File: config.mk
export PLATFORM = sky130hd
export DESIGN_NAME = codec_port_ctrl
export DESIGN_NICKNAME = d
export VERILOG_FILES = /design/src/include/codec_port_pkg.sv /design/src/rtl/codec_access_seq.sv /design/src/rtl/codec_port_ctrl.sv
export SDC_FILE = /design/constraint.sdc
export NUM_CORES = 1
export LEC_CHECK = 0
export ABC_AREA = 1
export BUFFER_PORTS_ARGS = -buffer_cell sky130_fd_sc_hd__buf_4
export CORE_ASPECT_RATIO = 0.7
export CORE_MARGIN = 1
export CORE_UTILIZATION = 47
export DETAILED_ROUTE_END_ITERATION = 16
export PLACE_DENSITY = 0.81
export SETUP_SLACK_MARGIN = 0.1
export SLEW_MARGIN = 5
export SYNTH_ARGS = -nofsm -noshare
export SYNTH_HDL_FRONTEND = slang
export SYNTH_SLANG_ARGS = --single-unit
File: constraint.sdc
create_clock -name aclk -period 1.3 [get_ports aclk]
set_input_delay 0.13 -clock aclk [delete_from_list [all_inputs] [get_ports aclk]]
set_output_delay 0.13 -clock aclk [all_outputs]
set_load 0.05 [all_outputs]
File: src/include/codec_port_pkg.sv
// constants for the codec parallel register port controller
package codec_port_pkg;
  // ****************************************
  // clock and pin timing
  // ****************************************
  localparam int unsigned CLK_MHZ = 100;
  localparam int unsigned SETUP_NS = 22;
  localparam int unsigned STROBE_NS = 90;
  localparam int unsigned HOLD_NS = 15;
  localparam int unsigned GAP_NS = 80;
  // least times round up
  localparam int unsigned SETUP_CYC = (SETUP_NS * CLK_MHZ + 999) / 1000;
  localparam int unsigned STROBE_CYC = (STROBE_NS * CLK_MHZ + 999) / 1000;
  localparam int unsigned HOLD_CYC = (HOLD_NS * CLK_MHZ + 999) / 1000;
  localparam int unsigned GAP_CYC = (GAP_NS * CLK_MHZ + 999) / 1000;
  localparam int unsigned CNT_W = 8;
  // ****************************************
  // register map (byte offsets)
  // ****************************************
  localparam logic [7:0] CMD_OFS = 8'h00;
  localparam logic [7:0] WDATA_OFS = 8'h04;
  localparam logic [7:0] RDATA_OFS = 8'h08;
  localparam logic [7:0] STATUS_OFS = 8'h0c;
  localparam logic [7:0] CTRL_OFS = 8'h10;
  localparam logic [7:0] TIMING_OFS = 8'h14;
  // cmd fields
  localparam int unsigned CMD_ADDR_LSB = 0;
  localparam int unsigned CMD_ADDR_W = 2;
  localparam int unsigned CMD_WRITE_BIT = 8;
  // ctrl fields
  localparam int unsigned CTRL_PDN_BIT = 0;
  // timing fields: extra wait-states per strobe, added to the strobe count
  localparam int unsigned TIM_EXTRA_LSB = 0;
  localparam logic [7:0] TIM_EXTRA_RST = 8'h00;
  localparam logic [1:0] RESP_OKAY = 2'b00;
  localparam logic [1:0] RESP_SLVERR = 2'b10;
  localparam int unsigned DATA_W = 8;
  localparam int unsigned ADDR_W = 2;
endpackage

File: src/rtl/codec_access_seq.sv
// pacing engine: setup, strobe, hold and gap phases for one codec access
module codec_access_seq
  import codec_port_pkg::*;
(
  input wire logic aclk,
  input wire logic aresetn,
  input wire logic start,
  input wire logic write,
  input wire logic [CNT_W-1:0] extra,
  input wire logic ready_sync,
  output logic cs_n_q,
  output logic rd_n_q,
  output logic wr_n_q,
  output logic drive_q,
  output logic capture,
  output logic busy
);
  typedef enum logic [2:0] {IDLE, SETUP, STROBE, WAITRDY, HOLD, GAP} seq_t;
  seq_t state_q;
  logic [CNT_W-1:0] cnt_q;

  assign busy = (state_q != IDLE);
  assign capture = (state_q == WAITRDY) && ready_sync && !write;

  // ****************************************
  // phase sequencer
  // ****************************************
  always_ff @(posedge aclk)
  begin
    if (!aresetn)
    begin
      state_q <= IDLE;
      cnt_q <= '0;
    end
    else
    begin
      unique case (state_q)
        IDLE:
        begin
          if (start)
          begin
            state_q <= SETUP;
            cnt_q <= CNT_W'(SETUP_CYC - 1);
          end
        end
        // RQ12 setup before strobe
        SETUP:
        begin
          if (cnt_q == '0)
          begin
            state_q <= STROBE;
            cnt_q <= CNT_W'(STROBE_CYC - 1) + extra;
          end
          else
            cnt_q <= cnt_q - 1'b1;
        end
        // RQ13 minimum strobe width
        STROBE:
        begin
          if (cnt_q == '0)
            state_q <= WAITRDY;
          else
            cnt_q <= cnt_q - 1'b1;
        end
        // RQ6 ready stretches the strobe
        WAITRDY:
        begin
          if (ready_sync)
          begin
            state_q <= HOLD;
            cnt_q <= CNT_W'(HOLD_CYC - 1);
          end
        end
        // RQ1 data held through hold
        HOLD:
        begin
          if (cnt_q == '0)
          begin
            state_q <= GAP;
            cnt_q <= CNT_W'(GAP_CYC - HOLD_CYC - 1);
          end
          else
            cnt_q <= cnt_q - 1'b1;
        end
        // RQ3 gap between strobes
        GAP:
        begin
          if (cnt_q == '0)
            state_q <= IDLE;
          else
            cnt_q <= cnt_q - 1'b1;
        end
      endcase
    end
  end

  // ****************************************
  // pin drive
  // ****************************************
  always_ff @(posedge aclk)
  begin
    if (!aresetn)
    begin
      cs_n_q <= 1'b1;
      rd_n_q <= 1'b1;
      wr_n_q <= 1'b1;
      drive_q <= 1'b0;
    end
    else
    begin
      cs_n_q <= !((state_q == IDLE && start) || state_q == SETUP || state_q == STROBE || state_q == WAITRDY
                  || state_q == HOLD);
      rd_n_q <= !(!write && ((state_q == SETUP && cnt_q == '0) || state_q == STROBE
                  || (state_q == WAITRDY && !ready_sync)));
      wr_n_q <= !(write && ((state_q == SETUP && cnt_q == '0) || state_q == STROBE
                  || (state_q == WAITRDY && !ready_sync)));
      // RQ1 data valid from cycle start
      drive_q <= write && ((state_q == IDLE && start) || (state_q != IDLE && state_q != GAP
                 && !(state_q == HOLD && cnt_q == '0)));
    end
  end
endmodule

File: src/rtl/codec_port_ctrl.sv
// axi4-lite controlled host for the codec parallel register port
// Operation
// RQ1 - write data stays valid from cycle start through hold of at least 15 ns
// RQ2 - hold phase covers write data and address hold at the clock rate
// RQ3 - at least 80 ns from strobe rising edge to next falling edge
// RQ4 - gap may be met by longer setup and strobe phases
// RQ5 - software may space accesses itself; hardware pacing also enforced
// RQ6 - shared space: logic shapes strobes and ready extends accesses
// RQ7 - differing devices resolved by stretching through the ready handshake
// RQ8 - codec interrupt output is wired to a host interrupt input
// RQ9 - codec has an on-chip timer for timing or watchdog use
// RQ10 - asserting active-low power-down puts codec in low-power mode
// RQ11 - two general-purpose codec outputs follow the pin control register
// RQ12 - setup phase meets the 22 ns address setup
// RQ13 - strobe phase lasts at least 90 ns; the 8-bit strobe count wraps, so timing extra 248 to 254 allows 20 to 80 ns
module codec_port_ctrl
  import codec_port_pkg::*;
(
  input wire logic aclk,
  input wire logic aresetn,
  input wire logic [7:0] s_axi_awaddr,
  input wire logic s_axi_awvalid,
  output logic s_axi_awready,
  input wire logic [31:0] s_axi_wdata,
  input wire logic [3:0] s_axi_wstrb,
  input wire logic s_axi_wvalid,
  output logic s_axi_wready,
  output logic [1:0] s_axi_bresp,
  output logic s_axi_bvalid,
  input wire logic s_axi_bready,
  input wire logic [7:0] s_axi_araddr,
  input wire logic s_axi_arvalid,
  output logic s_axi_arready,
  output logic [31:0] s_axi_rdata,
  output logic [1:0] s_axi_rresp,
  output logic s_axi_rvalid,
  input wire logic s_axi_rready,
  output logic codec_space_select_n,
  output logic codec_rd_n,
  output logic codec_wr_n,
  output logic [ADDR_W-1:0] codec_addr,
  output logic [DATA_W-1:0] codec_data_o,
  output logic codec_data_oe_n,
  input wire logic [DATA_W-1:0] codec_data_i,
  input wire logic async_ready_in,
  input wire logic codec_irq,
  output logic power_down_n,
  output logic irq_out
);
  logic aw_q, w_q;
  logic [7:0] awaddr_q;
  logic [31:0] wdata_q;
  logic [3:0] wstrb_q;
  logic write_q;
  logic pend_q;
  logic done_q;
  logic [CNT_W-1:0] extra_q;
  logic pdn_q;
  logic [DATA_W-1:0] rdata_q;
  logic [DATA_W-1:0] wbyte_q;
  logic [ADDR_W-1:0] addr_q;
  logic [1:0] rdy_s_q, irq_s_q;
  logic start, capture, busy, drive_q;
  logic wr_fire;

  // ****************************************
  // pin synchronisers
  // ****************************************
  always_ff @(posedge aclk)
  begin
    if (!aresetn)
    begin
      rdy_s_q <= 2'b00;
      irq_s_q <= 2'b00;
    end
    else
    begin
      rdy_s_q <= {rdy_s_q[0], async_ready_in};
      irq_s_q <= {irq_s_q[0], codec_irq};
    end
  end

  // RQ8 interrupt passed to host
  always_ff @(posedge aclk)
  begin
    if (!aresetn)
      irq_out <= 1'b0;
    else
      irq_out <= irq_s_q[1];
  end

  // ****************************************
  // axi write channel
  // ****************************************
  assign wr_fire = aw_q && w_q && !s_axi_bvalid;
  assign s_axi_awready = !aw_q && !s_axi_bvalid;
  assign s_axi_wready = !w_q && !s_axi_bvalid;

  always_ff @(posedge aclk)
  begin
    if (!aresetn)
    begin
      aw_q <= 1'b0;
      w_q <= 1'b0;
      awaddr_q <= '0;
      wdata_q <= '0;
      wstrb_q <= '0;
      s_axi_bvalid <= 1'b0;
      s_axi_bresp <= RESP_OKAY;
    end
    else
    begin
      if (s_axi_awvalid && s_axi_awready)
      begin
        aw_q <= 1'b1;
        awaddr_q <= s_axi_awaddr;
      end
      if (s_axi_wvalid && s_axi_wready)
      begin
        w_q <= 1'b1;
        wdata_q <= s_axi_wdata;
        wstrb_q <= s_axi_wstrb;
      end
      // a codec command waits while the port is still pacing
      if (wr_fire && !(awaddr_q == CMD_OFS && (pend_q || busy)))
      begin
        aw_q <= 1'b0;
        w_q <= 1'b0;
        s_axi_bvalid <= 1'b1;
        s_axi_bresp <= (awaddr_q == CMD_OFS || awaddr_q == WDATA_OFS || awaddr_q == CTRL_OFS
                        || awaddr_q == TIMING_OFS) ? RESP_OKAY : RESP_SLVERR;
      end
      else if (s_axi_bvalid && s_axi_bready)
        s_axi_bvalid <= 1'b0;
    end
  end

  // ****************************************
  // control registers
  // ****************************************
  always_ff @(posedge aclk)
  begin
    if (!aresetn)
    begin
      pdn_q <= 1'b0;
      extra_q <= TIM_EXTRA_RST;
      wbyte_q <= '0;
      addr_q <= '0;
      write_q <= 1'b0;
      pend_q <= 1'b0;
    end
    else
    begin
      pend_q <= 1'b0;
      if (wr_fire && !s_axi_bvalid && wstrb_q[0])
      begin
        unique case (awaddr_q)
          CTRL_OFS: pdn_q <= wdata_q[CTRL_PDN_BIT];
          // RQ7 per-space extra wait-states
          TIMING_OFS: extra_q <= wdata_q[TIM_EXTRA_LSB +: CNT_W];
          WDATA_OFS: wbyte_q <= wdata_q[DATA_W-1:0];
          CMD_OFS:
          begin
            if (!busy && !pend_q)
            begin
              addr_q <= wdata_q[CMD_ADDR_LSB +: CMD_ADDR_W];
              write_q <= wdata_q[CMD_WRITE_BIT];
              pend_q <= 1'b1;
            end
          end
          default: ;
        endcase
      end
    end
  end
  assign start = pend_q;

  // RQ10 power-down pin from control bit
  always_ff @(posedge aclk)
  begin
    if (!aresetn)
      power_down_n <= 1'b1;
    else
      power_down_n <= !pdn_q;
  end

  // ****************************************
  // codec address and data pins
  // ****************************************
  always_ff @(posedge aclk)
  begin
    if (!aresetn)
    begin
      codec_addr <= '0;
      codec_data_o <= '0;
      done_q <= 1'b0;
      rdata_q <= '0;
    end
    else
    begin
      // RQ2 address held through hold phase
      if (start)
        codec_addr <= addr_q;
      if (start)
        codec_data_o <= wbyte_q;
      if (capture)
        rdata_q <= codec_data_i;
      // a new access clears done; an idle engine sets it again
      if (start)
        done_q <= 1'b0;
      else if (!busy)
        done_q <= 1'b1;
    end
  end
  assign codec_data_oe_n = !drive_q;

  // RQ4 RQ5 RQ13 pacing engine
  codec_access_seq u_seq (
    .aclk(aclk),
    .aresetn(aresetn),
    .start(start),
    .write(write_q),
    .extra(extra_q),
    .ready_sync(rdy_s_q[1]),
    .cs_n_q(codec_space_select_n),
    .rd_n_q(codec_rd_n),
    .wr_n_q(codec_wr_n),
    .drive_q(drive_q),
    .capture(capture),
    .busy(busy)
  );

  // ****************************************
  // axi read channel
  // ****************************************
  assign s_axi_arready = !s_axi_rvalid;

  always_ff @(posedge aclk)
  begin
    if (!aresetn)
    begin
      s_axi_rvalid <= 1'b0;
      s_axi_rdata <= '0;
      s_axi_rresp <= RESP_OKAY;
    end
    else if (s_axi_arvalid && s_axi_arready)
    begin
      s_axi_rvalid <= 1'b1;
      s_axi_rresp <= RESP_OKAY;
      unique case (s_axi_araddr)
        CMD_OFS: s_axi_rdata <= {23'h0, write_q, 6'h0, addr_q};
        WDATA_OFS: s_axi_rdata <= {24'h0, wbyte_q};
        RDATA_OFS: s_axi_rdata <= {24'h0, rdata_q};
        STATUS_OFS: s_axi_rdata <= {29'h0, irq_s_q[1], done_q, busy | pend_q};
        CTRL_OFS: s_axi_rdata <= {31'h0, pdn_q};
        TIMING_OFS: s_axi_rdata <= {24'h0, extra_q};
        default:
        begin
          s_axi_rdata <= '0;
          s_axi_rresp <= RESP_SLVERR;
        end
      endcase
    end
    else if (s_axi_rready)
      s_axi_rvalid <= 1'b0;
  end
endmodule

Word-level counts from Yosys, hierarchy flattened
Index checks and enable logic that the tools add are counted.
{"block": "totals", "ff_bits": 119, "out_inout_bits": 57, "in_bits": 69}
{"block": "op_classes", "muxes": 21, "n_eq_ne": 21, "reduce_logical": 68, "n_bitwise": 2, "addsub": 2}
{"cell": "9-bit one-hot mux with 6 select lines", "n": 1}
{"cell": "8-bit two-way mux", "n": 5}
{"cell": "8-bit one-hot mux with 5 select lines", "n": 1}
{"cell": "8-bit by 5-bit equality test with 1-bit output (second input constant)", "n": 4}
{"cell": "1-bit logical AND", "n": 24}
{"cell": "8-bit zero test", "n": 3}
{"cell": "3-bit two-way mux", "n": 6}
{"cell": "3-bit one-hot mux with 6 select lines", "n": 1}
{"cell": "8-bit by 3-bit equality test with 1-bit output (second input constant)", "n": 2}
{"cell": "8-bit by 4-bit equality test with 1-bit output (second input constant)", "n": 2}
{"cell": "1-bit zero test", "n": 15}
{"cell": "1-bit logical OR", "n": 11}
{"cell": "3-bit AND reduction", "n": 3}
{"cell": "4-bit by 8-bit adder with 8-bit output (first input constant)", "n": 1}
{"cell": "2-bit by 1-bit != test with 1-bit output (second input constant)", "n": 4}
{"cell": "8-bit by 1-bit subtractor with 8-bit output (second input constant)", "n": 1}
{"cell": "3-bit by 2-bit equality test with 1-bit output (second input constant)", "n": 2}
{"cell": "3-bit equality test (second input constant)", "n": 2}
{"cell": "2-bit != test (second input constant)", "n": 3}
{"cell": "2-bit AND reduction", "n": 3}
{"cell": "6-bit AND reduction", "n": 1}
{"cell": "2-bit OR reduction", "n": 3}
{"cell": "6-bit OR reduction", "n": 1}
{"cell": "1-bit two-way mux", "n": 5}
{"cell": "8 further kinds", "n": 10}

Longest topological paths before layout
Gate-level depths: netlist (run 1).
{"block": "logic_depth", "word_depth": 7, "mapped_depth": 11, "mapped_depth_nobuf": 11}

Modules after synthesis
Synthesis (run 1) repeated with hierarchy kept, for this count alone.
{"block": "unflattened", "hier_cells": 594, "hier_area_um2": 4351.7}
{"mod": "codec_port_ctrl", "cells_per_inst": 437, "area_each_um2": 3309.4, "seq_area_each_um2": 1581.5, "instances": 1}
{"mod": "codec_access_seq", "cells_per_inst": 157, "area_each_um2": 1042.2, "seq_area_each_um2": 300.3, "instances": 1}

Worst setup path before layout (run 1)
OpenSTA, ideal clock, no wires.
{"block": "synth_timing", "path_type": "register to register", "start": "register s_axi_bvalid", "end": "register awaddr_q[5]", "synth_period_minus_slack_ps": 1950, "required_time_ps": 1174, "stages_incl_launch_ff": 6, "setup_time_ps": 126, "arrival_time_ps": 1825, "path_buffers": 1, "slack_ps": -650, "cell_sequence": "dfxtp_1 nor2_1 nand2_1 clkbuf_1 o21ai_0 a21oi_1"}
{"block": "synth_between", "elab_chain_len": 3}
{"item": "start: declaration", "line_no": "codec_port_ctrl.sv:29", "rtl": "output logic s_axi_bvalid,"}
{"item": "start signal: assignment", "line_no": "codec_port_ctrl.sv:108", "rtl": "s_axi_bvalid <= 1'b0;"}
{"item": "start signal: assignment", "line_no": "codec_port_ctrl.sv:129", "rtl": "s_axi_bvalid <= 1'b1;"}
{"item": "start signal: assignment", "line_no": "codec_port_ctrl.sv:134", "rtl": "s_axi_bvalid <= 1'b0;"}
{"item": "1-bit zero test", "line_no": "codec_port_ctrl.sv:96", "rtl": "assign s_axi_awready = !aw_q && !s_axi_bvalid;"}
{"item": "1-bit logical AND", "line_no": "codec_port_ctrl.sv:96"}
{"item": "via s_axi_awready", "line_no": "codec_port_ctrl.sv:23", "rtl": "output logic s_axi_awready,"}
{"item": "1-bit logical AND", "line_no": "codec_port_ctrl.sv:113", "rtl": "if (s_axi_awvalid && s_axi_awready)"}
{"item": "end signal: assignment", "line_no": "codec_port_ctrl.sv:116", "rtl": "awaddr_q <= s_axi_awaddr;"}
{"item": "end: declaration", "line_no": "codec_port_ctrl.sv:51", "rtl": "logic [7:0] awaddr_q;"}
The timed path passes the listed nets, and every way through them passes these cells.
A chain may end at the register's enable or synchronous reset.

Worst setup path in the final report (run 1)
{"block": "layout_timing", "start": "register u_seq.state_q[2]", "end": "register u_seq.state_q[0]"}
{"block": "layout_between", "elab_chain_len": 3}
{"item": "start: declaration", "line_no": "codec_access_seq.sv:19", "rtl": "seq_t state_q;"}
{"item": "start signal: assignment", "line_no": "codec_access_seq.sv:32", "rtl": "state_q <= IDLE;"}
{"item": "start signal: assignment", "line_no": "codec_access_seq.sv:42", "rtl": "state_q <= SETUP;"}
{"item": "start signal: assignment", "line_no": "codec_access_seq.sv:51", "rtl": "state_q <= STROBE;"}
{"item": "3-bit by 1-bit equality test with 1-bit output, or another cell as far along", "line_no": "codec_access_seq.sv:37", "rtl": "unique case (state_q)"}
{"item": "2-bit by 1-bit != test with 1-bit output (no source line) or 2-bit != test (tied branches)"}
{"item": "6-bit AND reduction (no source line)"}
Several ways; a longest one is shown, not always the timed one.

==> flow_metrics.env, run 1 <==
export IMPL_synthesis_area_um2=4260
export IMPL_drc=0
export IMPL_crit_fanout=4
export IMPL_hold_viol_final=0
export IMPL_rows=28
export IMPL_drt_first_pass_iters=4
export IMPL_h_tree_depth=3
export IMPL_clockRootBuffer="clkbuf_16"
export IMPL_fillCellCount=679
export IMPL_cts_clk_slew_worst_paths_ps=70
export IMPL_antenna_left=0
export IMPL_clk_path_buf_depth=2
export IMPL_grtUsageMet1_pct=33.2
export IMPL_antenna_found_initial=0
export IMPL_critical_path_endpoint_type="flop"
export IMPL_synth_cell_types=35
export IMPL_synth_seq_area_share_pct=44.2
export IMPL_grt_most_used_layer="met2"
export IMPL_start_util_pct=49.4
export IMPL_rrSetupSlack_ps=-190
export IMPL_max_vdd_ir_drop_mv=0.893
export IMPL_grt_use_total_pct=26.5
export IMPL_die_h_um=81.6
export IMPL_drtIter0Drc=254
export IMPL_synth_seq_cells=94
export IMPL_hold_path_class="input port to flop"
export IMPL_skew_ps=13.1
export IMPL_area_delta_synth_final_pct=43.4
export IMPL_arrival_ps=1720
export IMPL_regArea_um2=1910
export IMPL_final_period_utilization_pct=115
export IMPL_multi_input_area_um2=2440
export IMPL_netlist_instances=607
export IMPL_worst_slack_ps=-194
export IMPL_cp_start_kind="flop"
export IMPL_setup_viol=32
export IMPL_grt_use_met2_pct=45.6
export IMPL_drv_slew=0
export IMPL_period_minus_slack_ps=1490
export IMPL_io_buffer_count=74
export IMPL_final_layout_size_suffix_gt1_share_pct=36.7
export IMPL_tns_ps=-2620
export IMPL_ys_warn_count=0
export IMPL_ios=126
export IMPL_power_leakage_uw=0.00278
export IMPL_fp_dieW_um=116
export IMPL_die_area_um2=9440
export IMPL_core_area_um2=8620
export IMPL_grt_pass1_wl_um=19000
export IMPL_clock_latency_ps=350
export IMPL_dp_hpwl_um=8240
export IMPL_clock_sinks=94
export IMPL_gp_congestion=0.881
export IMPL_diodes=0
export IMPL_via_count=4346
export IMPL_cts_tree="done"
export IMPL_routed_via_density=5.08
export IMPL_grt_util_met3_pct=6.05
export IMPL_rsz0062_at_grt="yes"
export IMPL_drv_cap=0
export IMPL_fmax_mhz=669
export IMPL_hold_slack_ps=12.1
export IMPL_required_ps=1530
export IMPL_grt_pass1_vias=4001
export IMPL_wl_per_cell_um=14.4
export IMPL_routed_wl_um=12300
export IMPL_grt_max_degree=30
export IMPL_violations="setup timing"
export IMPL_status="finished, violations left"
export IMPL_p_total_uw=10700
export IMPL_p_per_area_nw_per_um2=1750
export IMPL_fin_nets=802
export IMPL_worstSetupPathType="flop to flop"
export IMPL_avgSynthCellArea_um2=7.01
export IMPL_overflow=0
export IMPL_cts_buffers=9
## per-stage QoR
stage / setup slack, ps / cells / cell area (um2) / utilization, %
global route: -294 / 856 / 6100 / 70.8
global placement: -121 / 823 / 5180 / 60.1
detailed placement: -169 / 823 / 5180 / 60.1
CTS: -123 / 847 / 5780 / 67.1
finish: -194 / 856 / 6100 / 70.8
floorplan: -117 / 631 / 4470 / -
## placed cells by master, fill, tap and decap left out, types with 3 or more instances in the layout
| master | n |
|---|---|
| nand3_4 | 5 |
| nand2_4 | 12 |
| inv_2 | 13 |
| clkbuf_16 | 9 |
| nand2_1 | 92 |
| clkbuf_1 | 3 |
| inv_1 | 40 |
| inv_6 | 3 |
| nand3_2 | 5 |
| o21ai_2 | 16 |
| nor2_2 | 14 |
| xor2_1 | 3 |
| nor2_4 | 16 |
| o21ai_1 | 34 |
| nand2_2 | 12 |
| dfxtp_4 | 4 |
| nand3_1 | 31 |
| nor2_1 | 98 |
| a21oi_1 | 26 |
| dfxtp_2 | 7 |
| o21ai_0 | 19 |
| a21oi_2 | 8 |
| dfxtp_1 | 83 |
| conb_1 | 25 |
| buf_6 | 8 |
| buf_4 | 117 |
## report_power, final
| part | internal (uW) | total [uW] | switching (uW) |
|---|---|---|---|
| Clock | 1750 | 2860 | 1120 |
| Combinational | 1700 | 4400 | 2700 |
| Sequential | 3150 | 3380 | 232 |
## registers in the layout, summed over array words and instances, names as in the netlist, 3 cells and up
register       count
wdata_q            9
wbyte_q            8
u_seq.state_q      3
extra_q            8
u_seq.cnt_q        8
awaddr_q           8
rdata_q            8
codec_data_o       8
s_axi_rdata        9
## synthesized netlist by cell type
cell type	n	area [um2]
nand3_1	37	185
clkbuf_2	1	5.00
o21a_1	1	7.51
xor2_1	3	26.3
nand2_2	4	25.0
conb_1	1	3.75
nor3_2	2	20.0
buf_4	25	188
buf_6	2	22.5
nor4_1	1	6.26
o21bai_1	1	7.51
inv_2	5	18.8
nand2_1	112	420
a21oi_1	32	160
clkbuf_1	13	48.8
or2_1	1	6.26
a31o_2	1	8.76
nor3_1	1	5.00
o21ai_0	66	330
nor2_2	5	31.3
nand4_1	2	12.5
nor2_4	3	33.8
o211ai_1	1	7.51
ha_1	2	25.0
a31oi_1	1	6.26
nand3b_1	1	7.51
nor2_1	120	450
inv_1	54	203
clkinv_1	2	7.51
a21oi_2	3	26.3
buf_2	1	5.00
o21ai_1	4	20.0
or2_2	2	12.5
dfxtp_1	94	1880
nand3_2	3	30.0
## worst paths after layout
| check | from | end | cells past startpoint |
|---|---|---|---|
| worst min register to register | irq_s_q[0] | irq_s_q[1] | 2 |
| worst min-delay path | codec_data_i[5] | rdata_q[5] | 3 |
| worst max register to register | u_seq.state_q[2] | u_seq.state_q[0] | 7 |
| worst max-delay path | u_seq.state_q[2] | u_seq.state_q[0] | 7 |
## cell type report
type	count	area share, %
Clock buffer	13	4.10
Clock inverter	3	1.13
Inverter	61	4.35
Multi-Input combinational cell	436	40.0
Sequential cell	94	31.2
Tap cell	120	2.46
Timing Repair Buffer	129	16.8
## cells by family after synthesis
family | after synthesis | synth area share (%)
AO/OA/AOI/OAI | 110 | 13.5
adder cells (fa/ha/maj) | 2 | 0.588
AND/OR/NAND/NOR | 294 | 29.3
other | 1 | 0.0881
buffers and inverters | 103 | 11.7
flip-flops | 94 | 44.2
XOR/XNOR | 3 | 0.618
## timing repair
item                                    in CTS  in global routing
setup buffers                                5                  8
gates cloned                                 1                  1
endpoints found under the setup margin      58                 60
endpoints found under the hold margin        2                  0
pin swaps                                   17                 42
gates resized for setup                     68                 80
hold buffers                                 2                  0
## layer usage
layer / vias to the layer above / part of all wire [%]
met4: 0 / 2.5
met5: - / 0
li1: 2133 / -
met3: 34 / 6.9
met2: 181 / 48
met1: 1998 / 42
## critical path, stage by stage (launching register included)
cell	delay (ps)
dfxtp_2	340
buf_4	150
nand2_2	140
clkinvlp_4	160
o21ai_2	190
nand3b_1	160
o21ai_1	180
a21oi_1	50
No activity file was read; power rests on OpenSTA's default activity.
==> inputs of run 2 (changes only) <==
--- a/config.mk
+++ b/config.mk
@@ -17,3 +17,4 @@
 export SYNTH_ARGS = -nofsm -noshare
 export SYNTH_HDL_FRONTEND = slang
 export SYNTH_SLANG_ARGS = --single-unit
+export TNS_END_PERCENT = 20
==> run 2 against run 1 <==
The flow still finishes with violations (setup timing). Power fell by 1.8%. Combinational power fell by 2%. Count of clock-buffer cells in the layout did not move. Core utilization fell by 3.3 points. Sequential cell count did not move. Sequential share of layout area rose by 1.4 points. Global-route usage fell by 1.6 points. Critical endpoint is now u_seq.wr_n_q. Largest cell class unchanged.
==> flow_metrics.env, run 2 (same netlist as run 1, synthesis figures left out) <==
export IMPL_switchingPower_uw=3870
export IMPL_antenna_found_initial=0
export IMPL_rsz0062_at_grt="yes"
export IMPL_skew_ps=6.17
export IMPL_p_int_uw=6580
export IMPL_clock_latency_ps=350
export IMPL_period_minus_slack_ps=1490
export IMPL_grt_use_total_pct=24.9
export IMPL_worst_slack_ps=-191
export IMPL_diodes=0
export IMPL_dpl_instance_area_um2=5140
export IMPL_p_total_uw=10500
export IMPL_antenna_left=0
export IMPL_rrSetupSlack_ps=-190
export IMPL_core_area_um2=8620
export IMPL_clockRootBuffer="clkbuf_16"
export IMPL_regArea_um2=1900
export IMPL_via_count=4204
export IMPL_seq_power_share_pct=32.0
export IMPL_violations="setup timing"
export IMPL_grt_max_degree=32
export IMPL_area_delta_synth_final_pct=36.7
export IMPL_combPwrFrac_pct=41.2
export IMPL_post_place_cells=826
export IMPL_status="finished, violations left"
export IMPL_die_area_um2=9440
export IMPL_worstSetupPathType="flop to flop"
export IMPL_gp_congestion=0.874
export IMPL_arrival_ps=1730
export IMPL_r2r_start="u_seq.cnt_q[0]"
export IMPL_drc=0
export IMPL_fp_dieW_um=116
export IMPL_clk_path_buf_depth=2
export IMPL_fillCellCount=718
export IMPL_sw_frac_of_total_pct=37.1
export IMPL_critical_path_endpoint_type="flop"
export IMPL_hold_viol_final=0
export IMPL_hold_path_class="input port to flop"
export IMPL_final_period_utilization_pct=115
export IMPL_p_per_area_nw_per_um2=1800
export IMPL_worstSetupStartpoint="u_seq.cnt_q[0]"
export IMPL_overflow=0
export IMPL_stdcell_area_um2=5820
export IMPL_final_layout_size_suffix_gt1_share_pct=31.1
export IMPL_routed_via_density=4.93
export IMPL_reg2reg_to="u_seq.wr_n_q"
export IMPL_grt_pass1_wl_um=17700
export IMPL_hold_slack_ps=13.3
export IMPL_largestRegisters="s_axi_rdata: 9 flops, wdata_q: 9 flops"
export IMPL_cts_tree="done"
export IMPL_required_ps=1540
export IMPL_tns_ps=-2090
export IMPL_final_cell_mix="buf_4 (119), nor2_1 (108), nand2_1 (94)"
export IMPL_crit_fanout=3
export IMPL_die_h_um=81.6
export IMPL_cts_clk_slew_worst_paths_ps=70
export IMPL_io_buffer_count=74
export IMPL_cts_buffers=9
export IMPL_clock_power_share_pct=26.8
export IMPL_fmax_mhz=670
export IMPL_rows=28
export IMPL_drtIter0Drc=214
export IMPL_grt_pass1_vias=3835
export IMPL_multi_input_area_um2=2220
export IMPL_drt_first_pass_iters=4
export IMPL_h_tree_depth=3
export IMPL_finalNonFillerCells=852
export IMPL_drv_slew=0
export IMPL_power_leakage_uw=0.00270
export IMPL_setup_viol=33
export IMPL_fin_nets=798
export IMPL_start_util_pct=49.4
export IMPL_wl_per_cell_um=13.2
export IMPL_dp_hpwl_um=8370
export IMPL_ios=126
export IMPL_ff2ff_path_depth=8
export IMPL_routed_wl_um=11300
export IMPL_max_vdd_ir_drop_mv=0.849
export IMPL_drv_cap=0
export IMPL_clock_sinks=94
export IMPL_cp_start_kind="flop"
export IMPL_crit_end="u_seq.wr_n_q"
export IMPL_final_common_cell="buf_4"
run 2: power groups by stage:
stage | combinational (uW) | sequential [uW] | clock, uW
after CTS | 3590 | 3310 | 2840
after global routing | 4690 | 3370 | 2970
after global placement | 3210 | 3350 | 0
after detailed placement | 3250 | 3360 | 0
after floorplan | 2080 | 3460 | 0
final | 4300 | 3350 | 2800
run 2: worst min path at each step:
stage                          from  depth (start not counted)  slack [ps]     endpoint
CTS                 s_axi_awaddr[1]                          3           5  awaddr_q[1]
global placement          codec_irq                          3         320   irq_s_q[0]
floorplan                 codec_irq                          2         230   irq_s_q[0]
detailed placement        codec_irq                          3         320   irq_s_q[0]
global route        s_axi_awaddr[1]                          3          20  awaddr_q[1]
finish              s_axi_awaddr[1]                          3          10  awaddr_q[1]
run 2: worst max-delay path, stage by stage (launching register included):
cell     delay [ps]
dfxtp_2         320
inv_2            70
ha_4            160
nand3_4         100
nor2_4          170
nand2_4          70
buf_4           150
buf_4           120
a31o_2          200
run 2: metrics by stage:
step / util, % / setup slack, ps
2_1_floorplan: - / -117
3_3_place_gp: 59.7 / -166
3_5_place_dp: 59.7 / -225
4_1_cts: 65.1 / -86.5
5_1_grt: 67.5 / -250
6_report: 67.5 / -191
run 2: area by class of cell:
cell class	count	area share, %
Multi-Input combinational cell	434	38.2
Sequential cell	94	32.6
Timing Repair Buffer	127	16.9
Clock buffer	13	4.67
Inverter	61	4.24
Tap cell	120	2.58
Clock inverter	3	0.817
run 2: repair_timing:
item / in CTS / in global routing
endpoints found under the hold margin: 2 / 0
gates cloned: 0 / 0
resized for setup: 41 / 61
endpoints found under the setup margin: 50 / 66
hold buffers: 2 / 0
setup buffers: 3 / 5
pin swaps: 13 / 19
run 2: routing by layer:
| metal | share of wire, % | track usage, % | vias to the layer above |
|---|---|---|---|
| met4 | 2.0 | 10.0 | 0 |
| met3 | 7.2 | 7.45 | 23 |
| met1 | 46 | 31.4 | 1909 |
| met2 | 45 | 40.2 | 147 |
| met5 | 0 | 0 | - |
| li1 | - | - | 2125 |
==> inputs of run 3 (changes only) <==
--- a/config.mk
+++ b/config.mk
@@ -11,7 +11,7 @@
 export CORE_MARGIN = 1
 export CORE_UTILIZATION = 47
 export DETAILED_ROUTE_END_ITERATION = 16
-export PLACE_DENSITY = 0.81
+export PLACE_DENSITY = 0.8
 export SETUP_SLACK_MARGIN = 0.1
 export SLEW_MARGIN = 5
 export SYNTH_ARGS = -nofsm -noshare
==> run 3 against run 2 <==
The flow still finishes with violations (setup timing). Die area is the same. Cell area grew 1.2%. Highest routed layer unchanged. Worst setup slack gained 16 ps. Clock power shrank 12%. Power shrank 2.5%. Critical path depth grew 1. Clock skew grew 1.2 ps. Register-to-register slack gained 20 ps. Hold slack gained 1.3 ps.
==> flow_metrics.env, run 3 (same netlist as run 1, synthesis figures left out) <==
export IMPL_hold_path_class="input port to flop"
export IMPL_worst_slack_ps=-176
export IMPL_worstSetupStartpoint="u_seq.cnt_q[0]"
export IMPL_dp_hpwl_um=8170
export IMPL_violations="setup timing"
export IMPL_io_buffer_count=74
export IMPL_diodes=0
export IMPL_fin_nets=806
export IMPL_cp_start_kind="flop"
export IMPL_overflow=0
export IMPL_gp_congestion=0.908
export IMPL_crit_end="u_seq.state_q[0]"
export IMPL_period_minus_slack_ps=1480
export IMPL_cts_clk_slew_worst_paths_ps=70
export IMPL_stdcell_area_um2=5890
export IMPL_wl_per_cell_um=13.0
export IMPL_clockRootBuffer="clkbuf_16"
export IMPL_power_leakage_uw=0.00273
export IMPL_ios=126
export IMPL_fmax_mhz=678
export IMPL_final_layout_size_suffix_gt1_share_pct=32.4
export IMPL_grt_max_degree=31
export IMPL_via_count=4203
export IMPL_ff2ff_path_depth=9
export IMPL_drv_cap=0
export IMPL_clock_sinks=94
export IMPL_clk_path_buf_depth=2
export IMPL_critical_path_endpoint_type="flop"
export IMPL_area_delta_synth_final_pct=38.4
export IMPL_max_vdd_ir_drop_mv=0.905
export IMPL_die_area_um2=9440
export IMPL_core_area_um2=8620
export IMPL_cts_buffers=9
export IMPL_drtIter0Drc=198
export IMPL_rows=28
export IMPL_drc=0
export IMPL_antenna_left=0
export IMPL_final_period_utilization_pct=114
export IMPL_die_h_um=81.6
export IMPL_hold_viol_final=0
export IMPL_fillCellCount=724
export IMPL_p_per_area_nw_per_um2=1730
export IMPL_r2r_start="u_seq.cnt_q[0]"
export IMPL_drv_slew=0
export IMPL_fp_dieW_um=116
export IMPL_skew_ps=7.39
export IMPL_rrSetupSlack_ps=-180
export IMPL_reg2reg_to="u_seq.state_q[0]"
export IMPL_hold_path_cell_count=3
export IMPL_cts_tree="done"
export IMPL_h_tree_depth=3
export IMPL_clock_latency_ps=350
export IMPL_status="finished, violations left"
export IMPL_arrival_ps=1710
export IMPL_grt_pass1_wl_um=18000
export IMPL_final_common_cell="buf_4"
export IMPL_crit_fanout=4
export IMPL_routed_wl_um=11200
export IMPL_tns_ps=-2350
export IMPL_p_total_uw=10200
export IMPL_routed_via_density=4.89
export IMPL_antenna_found_initial=0
export IMPL_largestRegisters="s_axi_rdata: 9 flops, wdata_q: 9 flops"
export IMPL_start_util_pct=49.4
export IMPL_dpl_instance_area_um2=5170
export IMPL_drt_first_pass_iters=5
export IMPL_grt_pass1_vias=3906
export IMPL_grt_use_total_pct=25.3
export IMPL_final_cell_mix="buf_4 (125), nor2_1 (108), nand2_1 (93)"
export IMPL_setup_viol=34
export IMPL_required_ps=1540
export IMPL_rsz0062_at_grt="yes"
export IMPL_worstSetupPathType="flop to flop"
## run 3: how the worst min path moves through the flow
stage,slack (ps),endpoint,start
after floorplan,230,irq_s_q[0],codec_irq
after global placement,320,irq_s_q[0],codec_irq
after detailed placement,330,rdy_s_q[0],async_ready_in
after CTS,10,awaddr_q[1],s_axi_awaddr[1]
after global routing,20,wdata_q[8],s_axi_wdata[8]
final,10,wdata_q[2],s_axi_wdata[2]
## run 3: cell type report
class / instances / area (um2) / area share (%)
clock buffers: 12 / 246 / 4.19
clock inverters: 4 / 30.0 / 0.510
inverters: 61 / 249 / 4.23
multi-input cells: 434 / 2260 / 38.4
flip-flops and latches: 94 / 1900 / 32.3
well taps: 120 / 150 / 2.55
repair buffers: 135 / 1050 / 17.8
## run 3: critical path, stage by stage (launching register included)
cell      delay, ps
dfxtp_2         330
inv_2            70
ha_4            170
nand2_2          80
nor2_4          130
nand2_4         100
o21ai_1         100
nand3b_1        160
o21ai_1         160
a21oi_1          50
## run 3: what timing repair did
item | CTS | global route
resized for setup | 53 | 72
hold buffers | 2 | 0
pin swaps | 13 | 29
setup buffers | 4 | 9
setup endpoints to repair | 51 | 65
hold endpoints to repair | 2 | 0
## run 3: stage by stage
step | hold WS (ps) | worst slack, ps | utilization, % | instances
after global routing | 21.7 | -255 | 68.3 | 860
after global placement | 321 | -163 | 60.0 | 830
final | 14.6 | -176 | 68.3 | 860
after floorplan | 228 | -117 | - | 631
after detailed placement | 325 | -280 | 60.0 | 830
after CTS | 9.52 | -89.6 | 65.6 | 852
## run 3: where the power goes
group,internal [uW],switching (uW),total (uW)
logic,1760,2590,4350
registers,3150,220,3370
clock network,1360,1120,2470
total,6260,3930,10200
## run 3: metal layers
layer  GRT usage (%)  routed length (um)
met1            32.0                5220
met2            42.0                5020
met3            6.79                 765
met4            8.46                 218
met5               0                   0
